<file path="src/amw_defs.svh">
// Purpose: timing counts and field widths of the write sequencer
// Assumes: counts are in clk_sys periods, except maximum wait, which counts wait units
// Notes:   programmed count fields hold the wanted count minus one
`ifndef AMW_DEFS_SVH
`define AMW_DEFS_SVH

`define AMW_SETUP_W      4
`define AMW_STROBE_W     6
`define AMW_HOLD_W       3
`define AMW_MAXWAIT_W    8
`define AMW_WTU_W        9
`define AMW_TMR_W        8
`define AMW_WAIT_UNIT    16
`define AMW_RELEASE_CYC  4
`define AMW_SYNC_STAGES  3

`endif

</file>
<file path="src/amw_pkg.sv">
// Purpose: shared types of the write sequencer
// Assumes: nothing beyond amw_defs.svh
// Notes:   states carry no fixed codes
package amw_pkg;
    typedef enum logic [2:0] {
        AMW_IDLE,
        AMW_SETUP,
        AMW_STROBE,
        AMW_WAIT,
        AMW_RELEASE,
        AMW_HOLD
    } amw_state_e;
endpackage

</file>
<file path="src/amw_tmr_if.sv">
// Purpose: carrier between the sequencer and its phase timer
// Assumes: single clock domain
// Notes:   load takes priority over counting
`timescale 1ns/10ps
`include "amw_defs.svh"
interface amw_tmr_if;
    logic                  load;
    logic [`AMW_TMR_W-1:0] load_val;
    logic                  zero;
    modport ctl (output load, output load_val, input zero);
    modport tmr (input load, input load_val, output zero);
endinterface

</file>
<file path="src/amw_phase_timer.sv">
// Purpose: down-counter that times one phase of a write cycle
// Assumes: load_val is the phase length minus one
// Notes:   zero is combinational from the count, read by the sequencer
`timescale 1ns/10ps
`include "amw_defs.svh"
module amw_phase_timer (
    // clock and reset
    input  wire logic clk_sys,
    input  wire logic resetn,
    // control
    amw_tmr_if.tmr    tif
);
    logic [`AMW_TMR_W-1:0] cnt_ff;

    always_ff @(posedge clk_sys) begin
        if (!resetn) begin
            cnt_ff <= '0;
        end else if (tif.load) begin
            cnt_ff <= tif.load_val;
        end else if (cnt_ff != '0) begin
            cnt_ff <= cnt_ff - 1'b1;
        end
    end

    assign tif.zero = (cnt_ff == '0);
endmodule

</file>
<file path="src/amw_top.sv">
// Purpose: write-cycle sequencer toward an external asynchronous memory
// Assumes: request and configuration inputs are on clk_sys; memory_wait_in is a pin
// Notes:   outputs except the burst clock are registered from the next state so edges line up to the cycle
// Notes on behaviour
// - without extended wait a write lasts setup plus strobe plus hold cycles
// - without extended wait the strobe is low for exactly the strobe count
// - extended wait stretches the strobe by sixteen cycles per wait unit
// - chip select leads strobe by setup count, or falls with it in select-strobe mode
// - chip select trails strobe by hold count, or rises with it in select-strobe mode
// - address and bank valid setup cycles before strobe and hold cycles after
// - write data driven setup cycles before strobe and kept hold cycles after
// - strobe rises four cycles after the wait input is seen released
// - burst clock runs at half the interface clock in burst mode
// - counts range setup 1-16, strobe 1-64, hold 1-8, maximum wait 1-256
// - every count except maximum wait is measured in interface clock periods; maximum wait counts wait units of sixteen cycles
// - wait cycles follow the wait input and end as timeout at the limit
`timescale 1ns/10ps
`include "amw_defs.svh"
module amw_top
    import amw_pkg::*;
(
    // clock and reset
    input  wire logic                      clk_sys,
    input  wire logic                      resetn,
    // write request
    input  wire logic                      wr_req,
    input  wire logic                      wr_cs_index,
    input  wire logic [1:0]                wr_bank,
    input  wire logic [13:0]               wr_addr,
    input  wire logic [15:0]               wr_data,
    // configuration
    input  wire logic [`AMW_SETUP_W-1:0]   wr_setup_count,
    input  wire logic [`AMW_STROBE_W-1:0]  wr_strobe_count,
    input  wire logic [`AMW_HOLD_W-1:0]    wr_hold_count,
    input  wire logic [`AMW_MAXWAIT_W-1:0] max_wait_limit,
    input  wire logic                      extended_wait_enable,
    input  wire logic                      select_strobe_mode,
    input  wire logic                      burst_mode_enable,
    // memory pins
    input  wire logic                      memory_wait_in,
    output logic                           write_strobe_n,
    output logic [1:0]                     chip_select_n,
    output logic [1:0]                     bank_select,
    output logic [13:0]                    mem_address,
    output logic [15:0]                    mem_data_out,
    output logic                           mem_data_oe,
    output logic                           burst_clock_out,
    // status
    output logic                           busy,
    output logic                           write_done,
    output logic                           wait_timeout,
    output logic [`AMW_WTU_W-1:0]          observed_wait_cycles
);
    amw_tmr_if tif ();

    amw_phase_timer u_timer (
        .clk_sys (clk_sys),
        .resetn  (resetn),
        .tif     (tif)
    );

    amw_state_e                      state_ff;
    amw_state_e                      nxt_state;
    logic [`AMW_SYNC_STAGES-1:0]     wait_sync_ff;
    logic                            wait_seen_ff;
    logic                            cs_index_ff;
    logic                            write_strobe_n_ff;
    logic [1:0]                      chip_select_n_ff;
    logic [1:0]                      bank_select_ff;
    logic [13:0]                     mem_address_ff;
    logic [15:0]                     mem_data_out_ff;
    logic                            mem_data_oe_ff;
    logic                            burst_clock_out_ff;
    logic                            busy_ff;
    logic                            write_done_ff;
    logic                            wait_timeout_ff;
    logic [`AMW_WTU_W-1:0]           wtu_ff;
    logic                            nxt_timeout;
    logic                            nxt_wtu_inc;
    logic                            strobe_on;
    logic                            cs_on;

    // pin synchroniser: a change counts once stages two and three agree
    always_ff @(posedge clk_sys) begin
        if (!resetn) begin
            wait_sync_ff <= '0;
            wait_seen_ff <= 1'b0;
        end else begin
            wait_sync_ff <= {wait_sync_ff[`AMW_SYNC_STAGES-2:0], memory_wait_in};
            if (wait_sync_ff[1] == wait_sync_ff[2]) begin
                wait_seen_ff <= wait_sync_ff[2];
            end
        end
    end

    // phase sequencing; each load value is the phase length minus one
    always_comb begin
        nxt_state     = state_ff;
        tif.load      = 1'b0;
        tif.load_val  = '0;
        nxt_timeout   = 1'b0;
        nxt_wtu_inc   = 1'b0;
        unique case (state_ff)
            AMW_IDLE: begin
                if (wr_req) begin
                    nxt_state    = AMW_SETUP;
                    tif.load     = 1'b1;
                    tif.load_val = `AMW_TMR_W'(wr_setup_count);
                end
            end
            AMW_SETUP: begin
                if (tif.zero) begin
                    nxt_state    = AMW_STROBE;
                    tif.load     = 1'b1;
                    tif.load_val = `AMW_TMR_W'(wr_strobe_count);
                end
            end
            AMW_STROBE: begin
                if (tif.zero) begin
                    tif.load = 1'b1;
                    if (extended_wait_enable && wait_seen_ff) begin
                        nxt_state    = AMW_WAIT;
                        tif.load_val = `AMW_TMR_W'(`AMW_WAIT_UNIT - 1);
                    end else begin
                        nxt_state    = AMW_HOLD;
                        tif.load_val = `AMW_TMR_W'(wr_hold_count);
                    end
                end
            end
            AMW_WAIT: begin
                if (!wait_seen_ff) begin
                    nxt_state    = AMW_RELEASE;
                    tif.load     = 1'b1;
                    tif.load_val = `AMW_TMR_W'(`AMW_RELEASE_CYC - 1);
                end else if (tif.zero) begin
                    nxt_wtu_inc = 1'b1;
                    tif.load    = 1'b1;
                    // limit field holds maximum minus one, so compare before the increment
                    if (wtu_ff == `AMW_WTU_W'(max_wait_limit)) begin
                        nxt_timeout  = 1'b1;
                        nxt_state    = AMW_HOLD;
                        tif.load_val = `AMW_TMR_W'(wr_hold_count);
                    end else begin
                        tif.load_val = `AMW_TMR_W'(`AMW_WAIT_UNIT - 1);
                    end
                end
            end
            AMW_RELEASE: begin
                if (tif.zero) begin
                    nxt_state    = AMW_HOLD;
                    tif.load     = 1'b1;
                    tif.load_val = `AMW_TMR_W'(wr_hold_count);
                end
            end
            AMW_HOLD: begin
                if (tif.zero) begin
                    nxt_state = AMW_IDLE;
                end
            end
        endcase
    end

    always_ff @(posedge clk_sys) begin
        if (!resetn) begin
            state_ff <= AMW_IDLE;
        end else begin
            state_ff <= nxt_state;
        end
    end

    assign strobe_on = (nxt_state == AMW_STROBE) || (nxt_state == AMW_WAIT) || (nxt_state == AMW_RELEASE);
    assign cs_on     = select_strobe_mode ? strobe_on : (nxt_state != AMW_IDLE);

    // pin drive registered from the next state
    always_ff @(posedge clk_sys) begin
        if (!resetn) begin
            write_strobe_n_ff <= 1'b1;
            chip_select_n_ff  <= 2'h3;
            mem_data_oe_ff    <= 1'b0;
            busy_ff           <= 1'b0;
        end else begin
            write_strobe_n_ff <= !strobe_on;
            chip_select_n_ff  <= cs_on ? (cs_index_next() ? 2'h1 : 2'h2) : 2'h3;
            mem_data_oe_ff    <= (nxt_state != AMW_IDLE);
            busy_ff           <= (nxt_state != AMW_IDLE);
        end
    end

    function automatic logic cs_index_next();
        cs_index_next = (state_ff == AMW_IDLE) ? wr_cs_index : cs_index_ff;
    endfunction

    // address, bank and data latched at acceptance and held through hold phase
    always_ff @(posedge clk_sys) begin
        if (!resetn) begin
            cs_index_ff     <= 1'b0;
            bank_select_ff  <= 2'h0;
            mem_address_ff  <= 14'h0000;
            mem_data_out_ff <= 16'h0000;
        end else if (state_ff == AMW_IDLE && wr_req) begin
            cs_index_ff     <= wr_cs_index;
            bank_select_ff  <= wr_bank;
            mem_address_ff  <= wr_addr;
            mem_data_out_ff <= wr_data;
        end
    end

    // wait accounting and completion status
    always_ff @(posedge clk_sys) begin
        if (!resetn) begin
            wtu_ff          <= '0;
            write_done_ff   <= 1'b0;
            wait_timeout_ff <= 1'b0;
        end else begin
            if (state_ff == AMW_IDLE && wr_req) begin
                wtu_ff <= '0;
            end else if (nxt_wtu_inc) begin
                wtu_ff <= wtu_ff + 1'b1;
            end
            write_done_ff   <= (state_ff == AMW_HOLD) && (nxt_state == AMW_IDLE);
            wait_timeout_ff <= nxt_timeout;
        end
    end

    // burst clock toggles every edge, giving half the interface clock
    always_ff @(posedge clk_sys) begin
        if (!resetn) begin
            burst_clock_out_ff <= 1'b0;
        end else if (burst_mode_enable) begin
            burst_clock_out_ff <= !burst_clock_out_ff;
        end else begin
            burst_clock_out_ff <= 1'b0;
        end
    end

    assign write_strobe_n       = write_strobe_n_ff;
    assign chip_select_n        = chip_select_n_ff;
    assign bank_select          = bank_select_ff;
    assign mem_address          = mem_address_ff;
    assign mem_data_out         = mem_data_out_ff;
    assign mem_data_oe          = mem_data_oe_ff;
    assign burst_clock_out      = burst_clock_out_ff;
    assign busy                 = busy_ff;
    assign write_done           = write_done_ff;
    assign wait_timeout         = wait_timeout_ff;
    assign observed_wait_cycles = wtu_ff;
endmodule

</file>
<file path="config.mk">
export PLATFORM = sky130hd
export DESIGN_NAME = amw_top
export DESIGN_NICKNAME = d
export VERILOG_FILES = /design/src/amw_pkg.sv /design/src/amw_tmr_if.sv /design/src/amw_phase_timer.sv /design/src/amw_top.sv
export VERILOG_INCLUDE_DIRS = /design/src
export SDC_FILE = /design/constraint.sdc
export NUM_CORES = 1
export LEC_CHECK = 0
export BUFFER_PORTS_ARGS = -buffer_cell sky130_fd_sc_hd__buf_2
export CORE_AREA = 2 2 81 83
export CTS_BUF_LIST = sky130_fd_sc_hd__clkbuf_8
export DETAILED_ROUTE_END_ITERATION = 6
export DIE_AREA = 0 0 83 85
export GPL_ROUTABILITY_DRIVEN = 0
export PLACE_DENSITY_LB_ADDON = 0.12
export SLEW_MARGIN = 20
export SYNTH_ARGS = -nofsm -noshare
export SYNTH_HDL_FRONTEND = slang
export SYNTH_SLANG_ARGS = --single-unit
</file>
<file path="constraint.sdc">
create_clock -name clk_sys -period 3.91 [get_ports clk_sys]
set_clock_uncertainty 0.15 [all_clocks]
set_input_delay 0.5865 -clock clk_sys [delete_from_list [all_inputs] [get_ports clk_sys]]
set_output_delay 0.5865 -clock clk_sys [all_outputs]
set_load 0.03 [all_outputs]
</file>
==> Word level (Yosys, flattened, before mapping) <==
Cells that the tools add are included.
{ "classes": {"addsub": 2, "n_eq_ne": 10, "mux": 31, "bitwise": 1, "n_reduce_logical": 18} }
{ "op_table": {"columns": ["operator", "n"], "rows": [
  ["$mux 3", 10],
  ["$pmux 6 s5", 1],
  ["$mux 4", 6],
  ["$pmux 3 s6", 1],
  ["$mux 8", 2],
  ["$eq 3x2->1 const B", 4],
  ["$add 9x1->9 const B", 1],
  ["$eq 3x3->1 const B", 3],
  ["$eq 9x8->1", 1],
  ["$logic_not 8->1", 1],
  ["$mux 1", 8],
  ["$reduce_bool 8->1", 1],
  ["$sub 8x1->8 const B", 1],
  ["$logic_not 3->1", 2],
  ["$mux 6", 1],
  ["$reduce_and 2->1", 2],
  ["$reduce_and 4->1", 1],
  ["$eq 3x1->1 const B", 1],
  ["$logic_and 1x1->1", 3],
  ["$pmux 1 s3", 1],
  ["$reduce_bool 3->1", 1],
  ["$reduce_or 3->1", 1],
  ["$logic_not 1->1", 2],
  ["$logic_or 1x1->1", 2],
  ["5 further kinds", 5]
]} }
{ "word_totals": {"reg_bits": 64, "input_bits": 61, "out_inout_bits": 49, "elab_cells": 77} }

==> Longest topological paths before layout <==
Gate-level depths: netlist (run 1).
{ "logic_depth": {"ltp_word": 10, "depth_mapped": 9, "ltp_nobuf": 8} }

==> Cells and area by module <==
A second synthesis (run 1) with hierarchy kept.
{ "unflattened": {"cells_unflattened": 368, "hier_area_um2": 3113.0} }
{ "by_module_without_submodules": {"columns": ["mod", "instances", "cells_each", "area_per_inst_um2"], "rows": [
  ["amw_top", 1, 317, 2655.0],
  ["amw_phase_timer", 1, 51, 457.9]
]} }

==> Worst setup path after synthesis (run 1) <==
Ideal clock, no wire load.
{ "synth_path": {"kind": "reg-to-reg", "startpoint": "register u_timer.cnt_ff[0]", "endpoint": "register chip_select_n_ff[0] (netlist: chip_select_n[0])", "setup_ns": 0.135, "arrival_ns": 1.990, "t_required_ns": 3.625, "setup_slack_ns": 1.635, "stages_incl_launch_ff": 10, "n_path_buf": 1, "path_cell_list": "dfxtp_1 -> inv_1 -> ha_1 -> nor3b_2 -> and4_2 -> clkbuf_1 -> a221o_1 -> or3_1 -> o22ai_1 -> nand3_1"} }
{ "synth_between": {"elab_chain_cells": 9, "elab_cells_between_ends": 16} }
{ "synth_lines": {"columns": ["element", "line", "rtl"], "rows": [
  ["from (decl)", "amw_phase_timer.sv:13", "logic [`AMW_TMR_W-1:0] cnt_ff;"],
  ["from (signal assigned)", "amw_phase_timer.sv:19", "cnt_ff <= tif.load_val;"],
  ["from (signal assigned)", "amw_phase_timer.sv:21", "cnt_ff <= cnt_ff - 1'b1;"],
  ["$logic_not 8->1 *", "amw_phase_timer.sv:25", "assign tif.zero = (cnt_ff == '0);"],
  ["$mux 3", "amw_top.sv:135", "end else if (tif.zero) begin"],
  ["$mux 3", "amw_top.sv:131", "if (!wait_seen_ff) begin"],
  ["$pmux 3 s6 *", "amw_top.sv:103", "unique case (state_ff)"],
  ["$eq 3x2->1", "amw_top.sv:171", "assign strobe_on = (nxt_state == AMW_STROBE) || (nxt_state == AMW_WAIT) || (nxt_state == AMW_RELEASE);"],
  ["$logic_or 1x1->1 (2 in a row)", "amw_top.sv:171", null],
  ["$mux 1 *", "amw_top.sv:172", "assign cs_on = select_strobe_mode ? strobe_on : (nxt_state != AMW_IDLE);"],
  ["$reduce_and 2->1 (no source line) *", null, null],
  ["to (signal assigned)", "amw_top.sv:183", "chip_select_n_ff <= cs_on ? (cs_index_next() ? 2'h1 : 2'h2) : 2'h3;"],
  ["to (decl)", "amw_top.sv:68", "logic [1:0] chip_select_n_ff;"]
]} }
Every way passes the cells marked *; elsewhere a longest branch is shown, timed or not.
A chain may end at the register's enable or synchronous reset.

==> Final worst setup path (run 1) <==
{ "layout_path": {"startpoint": "register u_timer.cnt_ff[0]", "endpoint": "register u_timer.cnt_ff[1]"} }
{ "layout_between": {"elab_chain_cells": 5, "elab_cells_between_ends": 15} }
{ "layout_lines": {"columns": ["element"], "rows": [
  ["branches (longest 5 deep; another with $sub 8x1->8)"]
]} }
Several ways; the timed one is not identified. The select of a mux whose other input is x is not followed.

==> results of run 1 <==
-- worst max path at each step --
stage | startpoint | endpoint | slack [ns] | cells past startpoint
4_1_cts | u_timer.cnt_ff[0] | u_timer.cnt_ff[2] | 1.24 | 8
3_5_place_dp | u_timer.cnt_ff[0] | u_timer.cnt_ff[2] | 1.27 | 8
5_1_grt | u_timer.cnt_ff[1] | u_timer.cnt_ff[0] | 1.05 | 8
6_report | u_timer.cnt_ff[0] | u_timer.cnt_ff[1] | 1.28 | 8
3_3_place_gp | u_timer.cnt_ff[0] | u_timer.cnt_ff[1] | 1.38 | 8
2_1_floorplan | u_timer.cnt_ff[0] | chip_select_n[0] | 1.64 | 9
-- sequential cells by signal, summed over array words and instances (netlist names), 2 cells and up --
name                  cells
mem_address              14
chip_select_n             2
wait_sync_ff              3
state_ff                  3
observed_wait_cycles      9
bank_select               2
u_timer.cnt_ff            8
mem_data_out             16
-- per-stage QoR --
| stage | setup WS, ns | total power [µW] | utilization, % |
|---|---|---|---|
| floorplan | 1.635 | 1688 | - |
| global placement | 1.376 | 1918 | 56.58 |
| detailed placement | 1.268 | 1936 | 56.58 |
| CTS | 1.239 | 2465 | 59.41 |
| global route | 1.050 | 2621 | 59.41 |
| finish | 1.282 | 2446 | 59.41 |
-- report_power, final --
part           internal (µW)  leakage (µW)  switching, µW
Clock                    297     0.0000967            230
Sequential               774      0.000524            105
Combinational            381       0.00104            659
-- final cells by class --
type | instances | share of cell area, %
tap | 77 | 2.614
sequential | 64 | 34.76
inverter | 4 | 0.4073
timing repair buffer | 112 | 15.41
clock buffer | 10 | 3.734
multi-input combinational | 263 | 42.06
clock inverter | 3 | 1.018
-- cells in the final DEF (no fill, tap or decap), types with 6 or more instances in the layout --
cell	Yosys	layout
nand2_1	85	85
buf_2	2	109
nor2b_1	6	6
and2_1	7	7
nor3_1	7	7
clkbuf_8	0	10
nand4_1	8	8
nand3_1	6	6
dfxtp_1	64	64
o21ai_0	9	9
xor2_1	17	17
a21boi_0	34	34
a21oi_1	8	8
xnor2_1	6	6
nor2_1	22	22
inv_1	4	6
-- cells by family after synthesis --
| family | share of synthesized area [%] |
|---|---|
| AO/OA/AOI/OAI | 17.71 |
| flip-flops | 43.70 |
| buffers and inverters | 3.414 |
| XOR/XNOR | 6.871 |
| multiplexers | 1.024 |
| adder cells (fa/ha/maj) | 1.281 |
| AND/OR/NAND/NOR | 25.99 |
-- per-layer routing --
layer  vias up  global-route usage [%]  wire [µm]
li1       1395                       -          -
met1      1228                   25.68       3192
met2        83                   30.72       3155
met3        13                   4.183        406
met4         0                   9.389        153
met5         -                       0          0
-- worst reg2reg max path: stages, from the launching register on --
cell	delay, ns
dfxtp_1	0.33
inv_1	0.09
ha_1	0.16
nor3b_2	0.30
and2_2	0.37
o21ai_0	0.13
a21oi_1	0.61
a211oi_1	0.12
o31a_1	0.26
==> impl_metrics.toml, run 1 <==
[clocking]
cts_tree = "yes"
clkLatencyLatePin_ns = 0.33
hold_buffers = 0
htree_levels = 3
path_clk_slew_ns = 0.07
cts_root_buf = "clkbuf_8"
post-cts-setup-buffers = 0
numCtsBuffers = 9
clock_sinks = 64
cts-resized-gates = 0
clk_path_buf_depth = 2

[timing]
min_period_ns = 2.628
fmax_mhz = 380.5
finalMaxSlewViolations = 0
tightest_slew_ns = 0.8511
relSlewSlack_pct = 43.26
hold_slack_ns = 0.2525
setup-violations-final = 0
fin_setup_tns_ns = 0
min_period_over_period_pct = 67.22
hold_violations = 0
grt_setup_unrepaired = "no"

[placement]
post-place-cells = 520
port_buffers = 109
place_hpwl_um = 4860
placed_area_um2 = 3511

[flow_run]
maxCapViolCount = 0

[setup_path]
crit_path_max_fanout = 12
reg2reg_to = "u_timer.cnt_ff[1]"
critPathSlowestCell = "a21oi_1"
reg2reg_depth = 8
crit_family = "compound AO/OA/AOI/OAI gates"
cp_data_required_time_ns = 3.98
worstSetupEndpointType = "flip-flop"
reg2reg_from = "u_timer.cnt_ff[0]"
critPathArrivalTime_ns = 2.70
startpoint_type = "flip-flop"
cp_cell_sequence = "inv_1 > ha_1 > nor3b_2 > and2_2 > o21ai_0 > a21oi_1 > a211oi_1 > o31a_1"
critPathBufInv = 1
crit_type = "reg -> reg"
rrSetupSlack_ns = 1.28
cpPeakStageDelay_ns = 0.61

[global_route]
antenna_found_initial = 0
grt_pass1_vias = 2470
grt_usage_pct = 19.53
grt_max_degree = 57
grt-ovfl-total = 0
grt_pass1_wl_um = 11250

[floorplan]
die_h_um = 85
start_util_pct = 47.25
die_area_um2 = 7055
ioPinCount = 110
die_w_um = 83
row_count = 29
core_um2 = 6205

[route]
initialDrtViolationCount = 138
viasPerCell = 5.101
detail_route.first_pass.iterations = 5
drc = 0
ant_nets = 0
wl_um = 6907
detail_route.wl_per_cell_um = 12.96
vias = 2719

[yosys]
yosysTopAreaCell = "dfxtp_1"
synth-seq-area-share_pct = 43.70
synth.most_common_cell = "nand2_1"
avgSynthCellArea_um2 = 8.328
ys.flop_type = "dfxtp_1"
yosys_register_bits = 64
ys_types = 47
synth.cells.most_frequent = "85 x nand2_1, 64 x dfxtp_1, 34 x a21boi_0, 22 x nor2_1, 17 x xor2_1"
synth_top_area_share_pct = 43.70
synth-edff-count = 0
ys_async_sr_fraction_pct = 0
synth_area_leaders = "dfxtp_1 44%, nand2_1 11%, a21boi_0 8.7%"
syn_inst = 352
synth.cell_area_um2 = 2932
syn_nets = 416
yosys_warnings = 0

[power_and_ir_drop]
irDropWorstVdd_mv = 0.3257
p_leak_uw = 0.001659
power_density_nw_per_um2 = 663.5

[layout]
drive_gt1_share_pct = 28.51
fillers = 610
multiInputGateArea_um2 = 1550
n_antenna_cell = 0
regArea_um2 = 1281
area_delta_synth_final_pct = 25.74
stdcell_count = 533
final_area_um2 = 3686
layout.nets = 518

[min_path]
hold_end = "burst_clock_out"
hold_path_class = "reg -> reg"
min_path_cells = 1
min_from = "burst_clock_out"

[outcome]
status = "finished, final reports clean"
Power figures use the tool's default switching activity.
==> run 2: changes to the inputs <==
ABC_AREA = 1   (was default)
CORE_AREA = 2 2 84 86   (was 2 2 81 83)
DIE_AREA = 0 0 86 88   (was 0 0 83 85)
clock period = 2.4 ns   (was 3.91 ns; I/O delays follow)
==> impl_metrics.toml, run 2 <==
[min_path]
hold_end = "wait_sync_ff[0]"
min_path_cells = 3
min_from = "memory_wait_in"
hold_path_class = "in -> reg"

[route]
detail_route.first_pass.iterations = 4
initialDrtViolationCount = 178
ant_nets = 0
vias = 3038
wl_um = 7469
viasPerCell = 4.956
drc = 0
detail_route.wl_per_cell_um = 12.18

[setup_path]
critPathSlowestCell = "dfxtp_1"
crit_path_max_fanout = 8
cp_cell_sequence = "inv_1 > ha_1 > nand3_1 > inv_1 > nand2_4 > nor2_4 > a211oi_2 > nand2_2 > nor2_1 > inv_2 > o211ai_1 > nor2_1"
critPathArrivalTime_ns = 2.21
cp_data_required_time_ns = 2.48
reg2reg_to = "u_timer.cnt_ff[3]"
rrSetupSlack_ns = 0.27
crit_type = "reg -> reg"
reg2reg_from = "u_timer.cnt_ff[0]"
worstSetupEndpointType = "flip-flop"
startpoint_type = "flip-flop"
cpPeakStageDelay_ns = 0.35
reg2reg_depth = 12

[yosys]
yosys_register_bits = 64
ys_async_sr_fraction_pct = 0
synthSimpleGateAreaFrac_pct = 30.31
synth-compound-area-share_pct = 14.39
yosys_warnings = 0
synth.cell_area_um2 = 2964
syn_nets = 484
synth-seq-area-share_pct = 43.22
synth_xor_area_share_pct = 1.477
synth_top_area_share_pct = 43.22
ys.flop_type = "dfxtp_1"
synth.most_common_cell = "nand2_1"
synth_top_family_by_area = "simple AND/OR/NAND/NOR gates"
synth-adder-area-share_pct = 1.266
synth_area_leaders = "dfxtp_1 43%, nand2_1 17%, a21oi_1 8.3%"
synth-edff-count = 0
yosysTopAreaCell = "dfxtp_1"
avgSynthCellArea_um2 = 7.057
synth.cells.most_frequent = "132 x nand2_1, 64 x dfxtp_1, 49 x a21oi_1, 47 x inv_1, 21 x nor2_1"
ys_types = 35
syn_inst = 420
synth_mux_area_share_pct = 0

[global_route]
grt_max_degree = 34
grt-ovfl-total = 0
antenna_found_initial = 0
grt_pass1_vias = 2646
grt_usage_pct = 20.14
grt_pass1_wl_um = 11810

[layout]
final_area_um2 = 3759
most-common-layout-cells = "132 x nand2_1, 109 x buf_2, 64 x dfxtp_1"
drive_gt1_share_pct = 28.33
final_core_util_pct = 56.57
layout.nets = 593
n_antenna_cell = 0
final_common_cell = "nand2_1"
area_delta_synth_final_pct = 26.80
largest_reg_flops = 16
stdcell_count = 613

[clocking]
hold_buffers = 0
cts_tree = "yes"
cts_root_buf = "clkbuf_8"
clk_path_buf_depth = 2
htree_levels = 3
path_clk_slew_ns = 0.07
numCtsBuffers = 9
clkLatencyLatePin_ns = 0.34
clock_sinks = 64

[timing]
hold_violations = 0
setup-violations-final = 0
finalMaxSlewViolations = 0
relSlewSlack_pct = 63.94
tightest_slew_ns = 0.5403
grt_setup_unrepaired = "no"
min_period_ns = 2.130
min_period_over_period_pct = 88.74
fmax_mhz = 469.5
fin_setup_tns_ns = 0

[placement]
port_buffers = 109
placed_area_um2 = 3566
place_hpwl_um = 5455
post-place-cells = 598

[power_and_ir_drop]
irDropWorstVdd_mv = 0.4763
power_density_nw_per_um2 = 1045
p_total_uw = 3929
p_leak_uw = 0.001844

[floorplan]
die_w_um = 86
start_util_pct = 44.61
row_count = 30
core_um2 = 6644
die_area_um2 = 7568
die_h_um = 88
ioPinCount = 110

[outcome]
status = "finished, final reports clean"

[flow_run]
maxCapViolCount = 0
run 2: kinds of logic (layout without fill, tap and decap cells):
| kind of cell | Yosys count | after routing |
|---|---|---|
| AO/OA/AOI/OAI | 79 | 79 |
| XOR/XNOR | 5 | 5 |
| adder cells (fa/ha/maj) | 3 | 3 |
| buffers and inverters | 69 | 182 |
| flip-flops | 64 | 64 |
| AND/OR/NAND/NOR | 200 | 200 |
run 2: area by class of cell:
class,count,area (µm²)
tap,80,100.1
multi-input combinational,287,1411
sequential,64,1281
clock buffer,10,137.6
fill,662,2885
clock inverter,5,50.05
inverter,54,202.7
timing repair buffer,113,575.6
run 2: metrics by stage:
step | worst slack (ns) | hold slack [ns]
3_5_place_dp | 0.2269 | 0.2462
6_report | 0.2703 | 0.04626
5_1_grt | 0.1013 | 0.06844
3_3_place_gp | 0.3241 | 0.2419
4_1_cts | 0.2065 | 0.03299
2_1_floorplan | 0.5333 | 0.2405
run 2: worst max path at each step:
| stage | depth (start not counted) | to | slack (ns) | from |
|---|---|---|---|---|
| 2_1_floorplan | 12 | u_timer.cnt_ff[3] | 0.53 | u_timer.cnt_ff[0] |
| 4_1_cts | 11 | chip_select_n[0] | 0.21 | u_timer.cnt_ff[0] |
| 3_5_place_dp | 11 | chip_select_n[0] | 0.23 | u_timer.cnt_ff[0] |
| 6_report | 12 | u_timer.cnt_ff[3] | 0.27 | u_timer.cnt_ff[0] |
| 5_1_grt | 11 | chip_select_n[0] | 0.10 | u_timer.cnt_ff[0] |
| 3_3_place_gp | 11 | chip_select_n[0] | 0.32 | u_timer.cnt_ff[0] |
run 2: timing repair:
item | CTS | global route
setup endpoints to repair | 0 | 2
hold endpoints to repair | 0 | 0
setup buffers | 0 | 0
resized for setup | 0 | 1
run 2: where the power goes:
part	switching [µW]	internal, µW
Sequential	104	1250
Clock	396	493
Combinational	1150	531
Total	1650	2280
run 2: critical path, delay by kind of cell, from the launching register on:
| family | cells | cell delay [ns] |
|---|---|---|
| flops | 1 | 0.35 |
| fa+ha+maj | 1 | 0.20 |
| compound gates | 2 | 0.27 |
| buf+inv | 3 | 0.28 |
| simple gates | 6 | 0.76 |
run 2: metal layers:
metal / vias to the layer above / wire, µm / part of all wire, % / global-route usage (%)
met3: 18 / 479 / 6.4 / 5.372
met4: 0 / 166 / 2.2 / 9.812
li1: 1559 / - / - / -
met5: - / 0 / 0 / 0
met2: 104 / 3354 / 45 / 31.78
met1: 1357 / 3468 / 46 / 25.59
==> run 3: changes to the inputs <==
RECOVER_POWER = 50   (was default)
SLEW_MARGIN = 10   (was 20)
==> impl_metrics.toml, run 3 (synthesized netlist as in run 2, its figures left out) <==
[layout]
most-common-layout-cells = "132 x nand2_1, 64 x dfxtp_1, 63 x buf_2"
largest_reg_flops = 16
area_delta_synth_final_pct = 24.57
drive_gt1_share_pct = 19.14
final_common_cell = "nand2_1"
n_antenna_cell = 0
layout.nets = 593

[setup_path]
cp_cell_sequence = "inv_1 > ha_1 > nand3_1 > inv_1 > nand2_4 > nor2_4 > a211oi_2 > nand2_2 > nor2_1 > inv_2 > o211ai_1 > nor2_1"
cpPeakStageDelay_ns = 0.35
crit_type = "reg -> reg"
rrSetupSlack_ns = 0.27
endpoint = "u_timer.cnt_ff[3]"
crit_path_max_fanout = 8
reg2reg_from = "u_timer.cnt_ff[0]"
startpoint = "u_timer.cnt_ff[0]"
critPathArrivalTime_ns = 2.21
reg2reg_to = "u_timer.cnt_ff[3]"
reg2reg_depth = 12
startpoint_type = "flip-flop"
critPathSlowestCell = "dfxtp_1"
worstSetupEndpointType = "flip-flop"
cp_data_required_time_ns = 2.48

[clocking]
clkLatencyLatePin_ns = 0.35
numCtsBuffers = 9
clk_path_buf_depth = 2
cts-resized-gates = 0
cts_root_buf = "clkbuf_8"
cts_tree = "yes"
hold_buffers = 0
path_clk_slew_ns = 0.07
htree_levels = 3
clock_sinks = 64
post-cts-setup-buffers = 0

[floorplan]
row_count = 30
core_um2 = 6644
die_w_um = 86
die_area_um2 = 7568
die_h_um = 88
ioPinCount = 110
start_util_pct = 44.61

[global_route]
grt_pass1_vias = 2646
grt_max_degree = 34
grt_usage_pct = 20.14
grt-ovfl-total = 0
grt_pass1_wl_um = 11810
antenna_found_initial = 0

[timing]
hold_violations = 0
fmax_mhz = 469.3
grt_setup_unrepaired = "no"
setup-violations-final = 0
relSlewSlack_pct = 48.46
fin_setup_tns_ns = 0
min_period_over_period_pct = 88.79
min_period_ns = 2.131
tightest_slew_ns = 0.7731
finalMaxSlewViolations = 0
hold_slack_ns = 0.04318

[route]
initialDrtViolationCount = 167
ant_nets = 0
wl_um = 7546
drc = 0
detail_route.wl_per_cell_um = 12.31
viasPerCell = 4.892
vias = 2999
detail_route.first_pass.iterations = 4

[outcome]
status = "finished, final reports clean"

[flow_run]
maxCapViolCount = 0

[power_and_ir_drop]
p_leak_uw = 0.001658
power_density_nw_per_um2 = 1056
irDropWorstVdd_mv = 0.4655

[min_path]
hold_path_class = "in -> reg"
min_from = "memory_wait_in"

[placement]
place_hpwl_um = 5455
port_buffers = 109
-- run 3: changes by cell type in the layout (fill, tap and decap cells not counted) --
cell,previous run,this run
nand3_2,4,3
inv_2,7,6
clkbuf_1,0,47
buf_4,4,3
buf_2,109,63
inv_1,49,50
nand3_1,12,13
-- run 3: area by class of cell --
type / count / area [µm²]
Fill cell: 693 / 2952
Multi-Input combinational cell: 287 / 1406
Sequential cell: 64 / 1281
Timing Repair Buffer: 113 / 514.2
Inverter: 54 / 202.7
Clock buffer: 10 / 137.6
Tap cell: 80 / 100.1
Clock inverter: 5 / 50.05
-- run 3: layer usage --
metal,vias to the layer above,GRT usage [%],wire [µm]
met3,16,5.372,518
met4,0,9.812,153
met5,-,0,0
li1,1556,-,-
met1,1329,25.59,3482
met2,98,31.78,3391
-- run 3: per-stage QoR --
step	cell area (µm²)	total power (µW)	util [%]	worst slack, ns	instances
floorplan	2964	2679	-	0.5333	420
global placement	3566	3032	53.67	0.3241	598
detailed placement	3566	3046	53.67	0.2269	598
CTS	3754	3949	56.50	0.2065	613
global route	3692	4190	55.57	0.06164	613
finish	3692	3897	55.57	0.2690	613
-- run 3: report_power, final --
group	total [µW]	leakage [µW]	internal, µW	switching, µW
Combinational	1650	0.00103	493	1150
Clock	890	0.000101	492	398
Sequential	1360	0.000524	1250	108
Total	3900	0.00166	2240	1660
-- run 3: worst min path at each step --
stage / end / slack, ns / cells after the start
2_1_floorplan: wait_sync_ff[1] / 0.24 / 2
3_3_place_gp: wait_sync_ff[1] / 0.24 / 2
3_5_place_dp: burst_clock_out / 0.25 / 1
4_1_cts: wait_sync_ff[0] / 0.03 / 3
5_1_grt: wait_sync_ff[0] / 0.07 / 3
6_report: wait_sync_ff[0] / 0.04 / 3
-- run 3: critical path, delay by kind of cell (launching register included) --
family                   cells  cell delay, ns
adder cells (fa/ha/maj)      1            0.20
AND/OR/NAND/NOR              6            0.76
AO/OA/AOI/OAI                2            0.27
flip-flops                   1            0.35
buffers and inverters        3            0.27
